[src/hw/scr_pkg.sv]
// Purpose: Shared constants for the synthesizer calibration register bank.
// Assumes: Byte-wide registers on a six-bit configuration address.
// Notes: Each offset, field position and reset value is named once here.
package scr_pkg;

  // Address and data widths of the configuration port.
  localparam int ADDR_W = 6;
  localparam int DATA_W = 8;

  // Register offsets on the configuration port.
  localparam logic [5:0] OFS_CHARGE_PUMP = 6'h23;
  localparam logic [5:0] OFS_VCO_CURRENT = 6'h24;
  localparam logic [5:0] OFS_COARSE_CAP = 6'h25;
  localparam logic [5:0] OFS_CONTROL = 6'h26;
  localparam logic [5:0] OFS_RC_OSC_HIGH = 6'h27;

  // Number of registers in the bank, used for the one-hot decode.
  localparam int NUM_REGS = 5;

  // Field positions inside the charge pump register.
  localparam int CP_CFG_MSB = 7;
  localparam int CP_CFG_LSB = 6;
  localparam int CP_EN_MSB = 5;
  localparam int CP_EN_LSB = 4;
  localparam int CP_RES_MSB = 3;
  localparam int CP_RES_LSB = 0;

  // Field positions inside the VCO current register.
  localparam int VCO_HIGH_BIT = 5;
  localparam int VCO_RES_MSB = 4;
  localparam int VCO_RES_LSB = 0;

  // Field positions inside the remaining registers.
  localparam int CAP_RES_MSB = 5;
  localparam int CAP_RES_LSB = 0;
  localparam int CTRL_MSB = 6;
  localparam int CTRL_LSB = 0;
  localparam int RC_MSB = 6;
  localparam int RC_LSB = 0;

  // Reset values of the fields.
  localparam logic [1:0] RST_CP_CFG = 2'h2;
  localparam logic [1:0] RST_CP_EN = 2'h2;
  localparam logic [3:0] RST_CP_RES = 4'h9;
  localparam logic RST_VCO_HIGH = 1'b0;
  localparam logic [4:0] RST_VCO_RES = 5'h0A;
  localparam logic [5:0] RST_CAP_RES = 6'h20;
  localparam logic [6:0] RST_CTRL = 7'h0D;
  localparam logic [6:0] RST_RC_HIGH = 7'h41;

endpackage

[src/hw/scr_cal_field.sv]
// Purpose: One calibration result field, written by software or by the calibrator.
// Assumes: Both writers run on the same clock as the field.
// Notes: A calibration update in the same cycle as a software write wins.
`timescale 1ns/1ps
module scr_cal_field #(
  parameter int W = 4,
  parameter logic [W-1:0] RESET_VAL = '0
) (
  // Clock and reset.
  input wire logic clk_sys,
  input wire logic sys_rst,
  // Software write side.
  input wire logic swWrEn,
  input wire logic [W-1:0] swData,
  // Calibration engine side.
  input wire logic hwWrEn,
  input wire logic [W-1:0] hwData,
  // Stored value.
  output logic [W-1:0] value_q
);

  // The calibrator's fresh result is newer than anything software is restoring,
  // so it takes priority when both arrive together.
  always_ff @(posedge clk_sys or posedge sys_rst) begin
    if (sys_rst) begin
      value_q <= RESET_VAL;
    end else if (hwWrEn) begin
      value_q <= hwData;
    end else if (swWrEn) begin
      value_q <= swData;
    end
  end

endmodule

[src/hw/scr_regs.sv]
// Purpose: Synthesizer calibration register bank with result capture and readback.
// Assumes: The configuration port and calibration engine share clk_sys.
// Notes: Software may restore saved results to skip calibration on a hop.
//
// Behaviour
// - Zero charge pump enable skips that stage.
// - Low nibble holds charge pump current result.
// - Written saved results replace an earlier calibration.
// - VCO bit five selects high core; reset low.
// - VCO current result and override, reset ten.
// - Coarse capacitor setting, six bits, reset 32.
`timescale 1ns/1ps
module scr_regs
  import scr_pkg::*;
(
  // Clock and reset.
  input wire logic clk_sys,
  input wire logic sys_rst,
  // Configuration register port.
  input wire logic [scr_pkg::ADDR_W-1:0] regAddr,
  input wire logic regWrEn,
  input wire logic [scr_pkg::DATA_W-1:0] regWrData,
  input wire logic regRdEn,
  output logic [scr_pkg::DATA_W-1:0] regRdData_q,
  // Calibration engine results.
  input wire logic calDone,
  input wire logic [3:0] calCpResult,
  input wire logic [4:0] calVcoResult,
  input wire logic [5:0] calCapResult,
  // Settings toward the synthesizer.
  output logic cpCalStageEn_q,
  output logic [1:0] calConfig_q,
  output logic [1:0] chargePumpCalEnable_q,
  output logic [3:0] cpCurrentCode_q,
  output logic vcoCoreHighSelect_q,
  output logic [4:0] vcoCurrentCode_q,
  output logic [5:0] coarseCapCode_q,
  output logic [6:0] calControl_q,
  output logic [6:0] rcOscConfigHigh_q
);

  import scr_pkg::*;

  // One-hot register decode, used by both the write and the read path.
  function automatic logic [NUM_REGS-1:0] regSel(input logic [ADDR_W-1:0] addr);
    logic [NUM_REGS-1:0] sel;
    sel = '0;
    case (addr)
      OFS_CHARGE_PUMP: sel[0] = 1'b1;
      OFS_VCO_CURRENT: sel[1] = 1'b1;
      OFS_COARSE_CAP: sel[2] = 1'b1;
      OFS_CONTROL: sel[3] = 1'b1;
      OFS_RC_OSC_HIGH: sel[4] = 1'b1;
      default: sel = '0;
    endcase
    return sel;
  endfunction

  // Write strobes per register; unmapped addresses write nothing.
  logic [NUM_REGS-1:0] wrSel;
  // Read strobes per register.
  logic [NUM_REGS-1:0] rdSel;

  // Decode the address once per access direction.
  always_comb begin
    wrSel = regWrEn ? regSel(regAddr) : '0;
    rdSel = regRdEn ? regSel(regAddr) : '0;
  end

  // The charge pump current result is shared between software and calibrator.
  scr_cal_field #(
    .W(4),
    .RESET_VAL(RST_CP_RES)
  ) uCpResult (
    .clk_sys(clk_sys),
    .sys_rst(sys_rst),
    .swWrEn(wrSel[0]),
    .swData(regWrData[CP_RES_MSB:CP_RES_LSB]),
    .hwWrEn(calDone),
    .hwData(calCpResult),
    .value_q(cpCurrentCode_q)
  );

  // The VCO current result doubles as the software override value.
  scr_cal_field #(
    .W(5),
    .RESET_VAL(RST_VCO_RES)
  ) uVcoResult (
    .clk_sys(clk_sys),
    .sys_rst(sys_rst),
    .swWrEn(wrSel[1]),
    .swData(regWrData[VCO_RES_MSB:VCO_RES_LSB]),
    .hwWrEn(calDone),
    .hwData(calVcoResult),
    .value_q(vcoCurrentCode_q)
  );

  // The coarse capacitor array setting found by the coarse tuning stage.
  scr_cal_field #(
    .W(6),
    .RESET_VAL(RST_CAP_RES)
  ) uCapResult (
    .clk_sys(clk_sys),
    .sys_rst(sys_rst),
    .swWrEn(wrSel[2]),
    .swData(regWrData[CAP_RES_MSB:CAP_RES_LSB]),
    .hwWrEn(calDone),
    .hwData(calCapResult),
    .value_q(coarseCapCode_q)
  );

  // Charge pump register control bits, written by software only.
  always_ff @(posedge clk_sys or posedge sys_rst) begin
    if (sys_rst) begin
      calConfig_q <= RST_CP_CFG;
      chargePumpCalEnable_q <= RST_CP_EN;
    end else if (wrSel[0]) begin
      calConfig_q <= regWrData[CP_CFG_MSB:CP_CFG_LSB];
      chargePumpCalEnable_q <= regWrData[CP_EN_MSB:CP_EN_LSB];
    end
  end

  // The stage enable is registered so the synthesizer sees a clean level;
  // it follows the enable field one cycle later.
  always_ff @(posedge clk_sys or posedge sys_rst) begin
    if (sys_rst) begin
      cpCalStageEn_q <= 1'b1;
    end else begin
      cpCalStageEn_q <= (chargePumpCalEnable_q != 2'h0);
    end
  end

  // VCO core selection bit.
  always_ff @(posedge clk_sys or posedge sys_rst) begin
    if (sys_rst) begin
      vcoCoreHighSelect_q <= RST_VCO_HIGH;
    end else if (wrSel[1]) begin
      vcoCoreHighSelect_q <= regWrData[VCO_HIGH_BIT];
    end
  end

  // Calibration control and RC oscillator configuration fields.
  always_ff @(posedge clk_sys or posedge sys_rst) begin
    if (sys_rst) begin
      calControl_q <= RST_CTRL;
      rcOscConfigHigh_q <= RST_RC_HIGH;
    end else begin
      // Each field takes its own write strobe.
      if (wrSel[3]) begin
        calControl_q <= regWrData[CTRL_MSB:CTRL_LSB];
      end
      if (wrSel[4]) begin
        rcOscConfigHigh_q <= regWrData[RC_MSB:RC_LSB];
      end
    end
  end

  // Read data is registered and holds until the next read; unused bits
  // and unmapped addresses read as zero.
  always_ff @(posedge clk_sys or posedge sys_rst) begin
    if (sys_rst) begin
      regRdData_q <= 8'h00;
    end else if (regRdEn) begin
      case (1'b1)
        rdSel[0]: regRdData_q <= {calConfig_q, chargePumpCalEnable_q, cpCurrentCode_q};
        rdSel[1]: regRdData_q <= {2'h0, vcoCoreHighSelect_q, vcoCurrentCode_q};
        rdSel[2]: regRdData_q <= {2'h0, coarseCapCode_q};
        rdSel[3]: regRdData_q <= {1'b0, calControl_q};
        rdSel[4]: regRdData_q <= {1'b0, rcOscConfigHigh_q};
        default: regRdData_q <= 8'h00;
      endcase
    end
  end

  // A zero enable field written now must gate the stage two edges later,
  // provided no other write to the register follows straight after.
  chk_cp_skip_stage: assert property (@(posedge clk_sys) disable iff (sys_rst)
    (wrSel[0] && regWrData[CP_EN_MSB:CP_EN_LSB] == 2'h0) ##1 !wrSel[0]
    |=> !cpCalStageEn_q)
    else $error("Charge pump stage not skipped after zero enable.");

  // Reading the charge pump register returns the stored result nibble.
  chk_cp_readback: assert property (@(posedge clk_sys) disable iff (sys_rst)
    rdSel[0] |=> regRdData_q[CP_RES_MSB:CP_RES_LSB] == $past(cpCurrentCode_q))
    else $error("Charge pump result readback mismatch.");

  // A restored VCO value is used as written when no calibration interferes.
  chk_restore_value: assert property (@(posedge clk_sys) disable iff (sys_rst)
    (wrSel[1] && !calDone) |=> vcoCurrentCode_q == $past(regWrData[VCO_RES_MSB:VCO_RES_LSB]))
    else $error("Restored VCO current value not applied.");

  // The core select takes bit five of the write that the previous edge accepted.
  chk_vco_core_select: assert property (@(posedge clk_sys) disable iff (sys_rst)
    wrSel[1] ##1 !wrSel[1] |-> vcoCoreHighSelect_q == $past(regWrData[VCO_HIGH_BIT]))
    else $error("VCO core select does not follow the write.");

  // After reset release the VCO fields hold their reset values.
  chk_vco_reset_val: assert property (@(posedge clk_sys)
    $fell(sys_rst) |-> vcoCurrentCode_q == RST_VCO_RES && vcoCoreHighSelect_q == RST_VCO_HIGH)
    else $error("VCO current field not at reset value.");

  // A capacitor array restore lands in the six-bit field.
  chk_cap_restore: assert property (@(posedge clk_sys) disable iff (sys_rst)
    (wrSel[2] && !calDone) |=> coarseCapCode_q == $past(regWrData[CAP_RES_MSB:CAP_RES_LSB]))
    else $error("Coarse capacitor setting not stored.");

  // A finished calibration is visible in all three result fields.
  chk_cal_update: assert property (@(posedge clk_sys) disable iff (sys_rst)
    calDone |=> cpCurrentCode_q == $past(calCpResult)
      && vcoCurrentCode_q == $past(calVcoResult)
      && coarseCapCode_q == $past(calCapResult))
    else $error("Calibration results not captured.");

endmodule

[config.mk]
export PLATFORM = sky130hd
export DESIGN_NAME = scr_regs
export DESIGN_NICKNAME = d
export VERILOG_FILES = /design/src/hw/scr_pkg.sv /design/src/hw/scr_cal_field.sv /design/src/hw/scr_regs.sv
export SDC_FILE = /design/constraint.sdc
export NUM_CORES = 1
export LEC_CHECK = 0
export ABC_AREA = 1
export BUFFER_PORTS_ARGS = -buffer_cell sky130_fd_sc_hd__clkbuf_2
export CAP_MARGIN = 10
export CORE_ASPECT_RATIO = 1.5
export CORE_MARGIN = 5
export CORE_UTILIZATION = 40
export CTS_BUF_LIST = sky130_fd_sc_hd__clkbuf_16
export CTS_CLUSTER_DIAMETER = 80
export CTS_CLUSTER_SIZE = 14
export DETAILED_ROUTE_END_ITERATION = 8
export PLACE_DENSITY = 0.67
export SYNTH_ARGS = -nofsm -noshare
export SYNTH_HDL_FRONTEND = slang
export SYNTH_SLANG_ARGS = --single-unit
[constraint.sdc]
create_clock -name clk_sys -period 1.5 [get_ports clk_sys]
set_clock_uncertainty 0.2 [all_clocks]
set_input_delay 0.075 -clock clk_sys [delete_from_list [all_inputs] [get_ports clk_sys]]
set_output_delay 0.075 -clock clk_sys [all_outputs]
set_load 0.03 [all_outputs]
==> qor.txt <==
======================================================================================
Via count normalized by instance count                                            4.84
Critical path class                                                       flop to output pin
Die Y                                                                          99.6 um
Achievable frequency                                                           759 MHz
Maximum vdd drop                                                                632 uV
Minimum setup slack after placement                                          0.0865 ns
Synthesized flop and latch total                                                    43
Setup ws final                                                                0.182 ns
Measured slew at the worst slew-check pin                                     0.320 ns
Min-Delay Startpoint                                                           regWrEn
Die outline width                                                              69.7 um
Post-detailed-route wirelength per cell                                        14.8 um
Kind of cell adding the most delay to the critical path                     flip-flops
Syn-to-layout area delta                                                         41.9%
Boundary Pins                                                                       77
Synthesized netlist cell count                                                     258
Final wirelength                                                               6420 um
Critical path cell sequence                                                   clkbuf_2
Path depth of the worst reg2reg path                                                 6
Fin util                                                                         0.588
Post-layout min period                                                         1.32 ns
Nets@finish                                                                        399
Class of the tightest hold or removal check                               primary input to flop
HPWL after detailed placement                                                  4700 um
Number of antenna violations at the first check in global routing                    0
Std-Cell Rows                                                                       32
Total standard cell area after synthesis                                     2140 um^2
Clock sink count                                                                    43
Share of the synthesized area in the top cell type                               0.351
EDFF count, synth                                                                    0
Pwr per Cell Area                                                         1110 nW/um^2
Post-synthesis sequential area ratio                                             0.510
Final-layout setup total negative slack                                           0 ns
Core footprint                                                               5160 um^2
Overall Power                                                                  3.36 mW
Pin count of the biggest net entering global routing                                44
Hold Slack                                                                  0.00165 ns
Final estimated routing congestion in global placement                           0.801
Unrepaired setup endpoints after global routing                                  false
Clock tree from TritonCTS                                                         done
Total vias in the final route                                                     2102
Number of distinct standard cells referenced by the synthesized netlist             26
Number of endpoints failing setup at the final stage                                 0
Period utilization                                                               0.879
Arrival time reported for the critical path endpoint                           1.04 ns
Post-synthesis net count                                                           292
Worst R2R End                                                             regRdData_q[0]
Final Hold Fails                                                                     0
Clk_lat worst skew                                                             0.28 ns
CTS-repair resized insts                                                             0
Hold Path Cell Cnt                                                                   3
Maximum level of the CTS H-tree                                                      2
DRC                                                                                  0
Kind of end point of the critical path                                      output pin
Commonest non-fill, non-tap cells in the layout                           76 x clkbuf_2, 61 x nand2_1, 30 x dfrtp_1, 25 x nor2_1, 24 x dlygate4sd3_1
Number of antenna cells inserted                                                     0
Hold endpoint                                                             uVcoResult.value_q[4]
Outcome                                                                   finished clean
Count of routing violations after the opening detailed-route iteration             102
Number of buffers created by CTS                                                     5
Cell with the largest stage delay on the worst path                            dfstp_2
Area of the die                                                              6950 um^2
Worst-case register-to-register setup slack                                    0.35 ns
Detailed-routing iteration count for the pre-antenna-repair pass                     4
Root buffer cell                                                             clkbuf_16
Starting density of the core                                                     0.414
Worst Path Buf+Inv                                                                   1
P_leak                                                                         1.55 nW
Kind of start point of the critical path                                          flop
Number of I/O port buffers                                                          76
Most common cell after layout, fill and taps aside                            clkbuf_2
Top post-synthesis cells by area                                          dfrtp_1 35%, dfstp_2 16%, nand2_1 11%
Synthesized area per cell                                                    8.30 um^2
Global-route wire length before repair                                        10700 um
Clock-pin slew on the worst setup and hold paths                               0.06 ns
WP data required                                                               1.22 ns
Async S/R FF share, synth                                                         1.00
YS warnings                                                                          0
Final slew viol count                                                                0
Cell taking the most area after synthesis                                      dfrtp_1
Reg-to-Reg Start                                                          calControl_q[0]
GRT Util Overall                                                                 0.197
Primary FF master, synth                                                       dfrtp_1
Vias in the first global route                                                    2240
Slew headroom                                                                    0.787
Maximum fanout count along the critical path                                         3
Post-CTS repair timing setup buffer count                                            0
Layout cell share with drive strength beyond 1                                   0.347
Total of max-cap violations                                                          0
Total grt overflow                                                                   0
CTS Buffer Depth                                                                     2
Largest incremental delay on the critical path                                 0.55 ns
Number of antenna-violating nets in the routed design                                0
======================================================================================
layer usage:
| metal | track usage | part of all wire | up-vias |
|---|---|---|---|
| met5 | 0 | 0 | - |
| met4 | 0.0841 | 0.028 | 0 |
| met3 | 0.0425 | 0.044 | 15 |
| met2 | 0.368 | 0.54 | 62 |
| met1 | 0.211 | 0.38 | 966 |
| li1 | - | - | 1059 |
stage by stage:
stage	cells	instance area [um^2]
after floorplan	258	2140
after global placement	402	2630
after detailed placement	402	2630
after CTS	434	3040
after global routing	434	3040
final	434	3040
layout make-up:
cell class              count  area, um^2
clock buffers               5         125
clock inverters             3        38.8
fillers                   474        2130
inverters                  27         101
multi-input cells         180         902
flip-flops and latches     43        1090
well taps                  68        85.1
repair buffers            108         693
sequential cells by signal (all words and copies together), names as in the netlist:
name / flops
regRdData_q: 8
uCpResult.value_q: 4
vcoCoreHighSelect_q: 1
uVcoResult.value_q: 5
chargePumpCalEnable_q: 2
uCapResult.value_q: 6
cpCalStageEn_q: 1
calControl_q: 7
rcOscConfigHigh_q: 7
calConfig_q: 2
logic make-up (layout without fill, tap and decap cells):
group | count (synthesis) | after routing | share of synthesized area
AOI/OAI and AO/OA | 44 | 44 | 0.116
buffers and inverters | 35 | 143 | 0.0684
and+or+nand+nor | 136 | 136 | 0.306
DFF | 43 | 43 | 0.510
worst max-delay path by stage:
stage / to / from / slack (ns) / depth (start not counted)
6_report: calControl_q[0] / calControl_q[0] / 0.18 / 1
3_5_place_dp: rcOscConfigHigh_q[3] / regAddr[4] / 0.09 / 9
4_1_cts: calControl_q[2] / calControl_q[2] / 0.18 / 1
3_3_place_gp: rcOscConfigHigh_q[5] / regAddr[4] / 0.15 / 9
5_1_grt: calControl_q[0] / calControl_q[0] / 0.15 / 1
2_1_floorplan: calConfig_q[0] / sys_rst / 0.24 / 1
synth_stat cells (2+ instances only):
cell and number:
nand3_1 17, nand2_2 5, dfrtp_1 30, nor2_2 3, o21ai_1 10, nor2_1 25
o21ai_2 3, clkinv_1 2, dfstp_2 13, inv_2 4, inv_1 21, a22oi_1 4
nand4_1 17, a21oi_1 13, nor2_4 4, o21ai_0 12, buf_2 6, nand2_1 61
what timing repair did:
| action | in CTS | in global routing |
|---|---|---|
| hold endpoints to repair | 76 | 0 |
| setup endpoints to repair | 0 | 0 |
| hold buffers | 24 | 0 |
report_power, final:
group / switching (mW) / internal [mW]
registers: 0.103 / 1.31
clock network: 0.436 / 0.776
logic: 0.491 / 0.241
No activity file was read; power rests on OpenSTA's default activity.
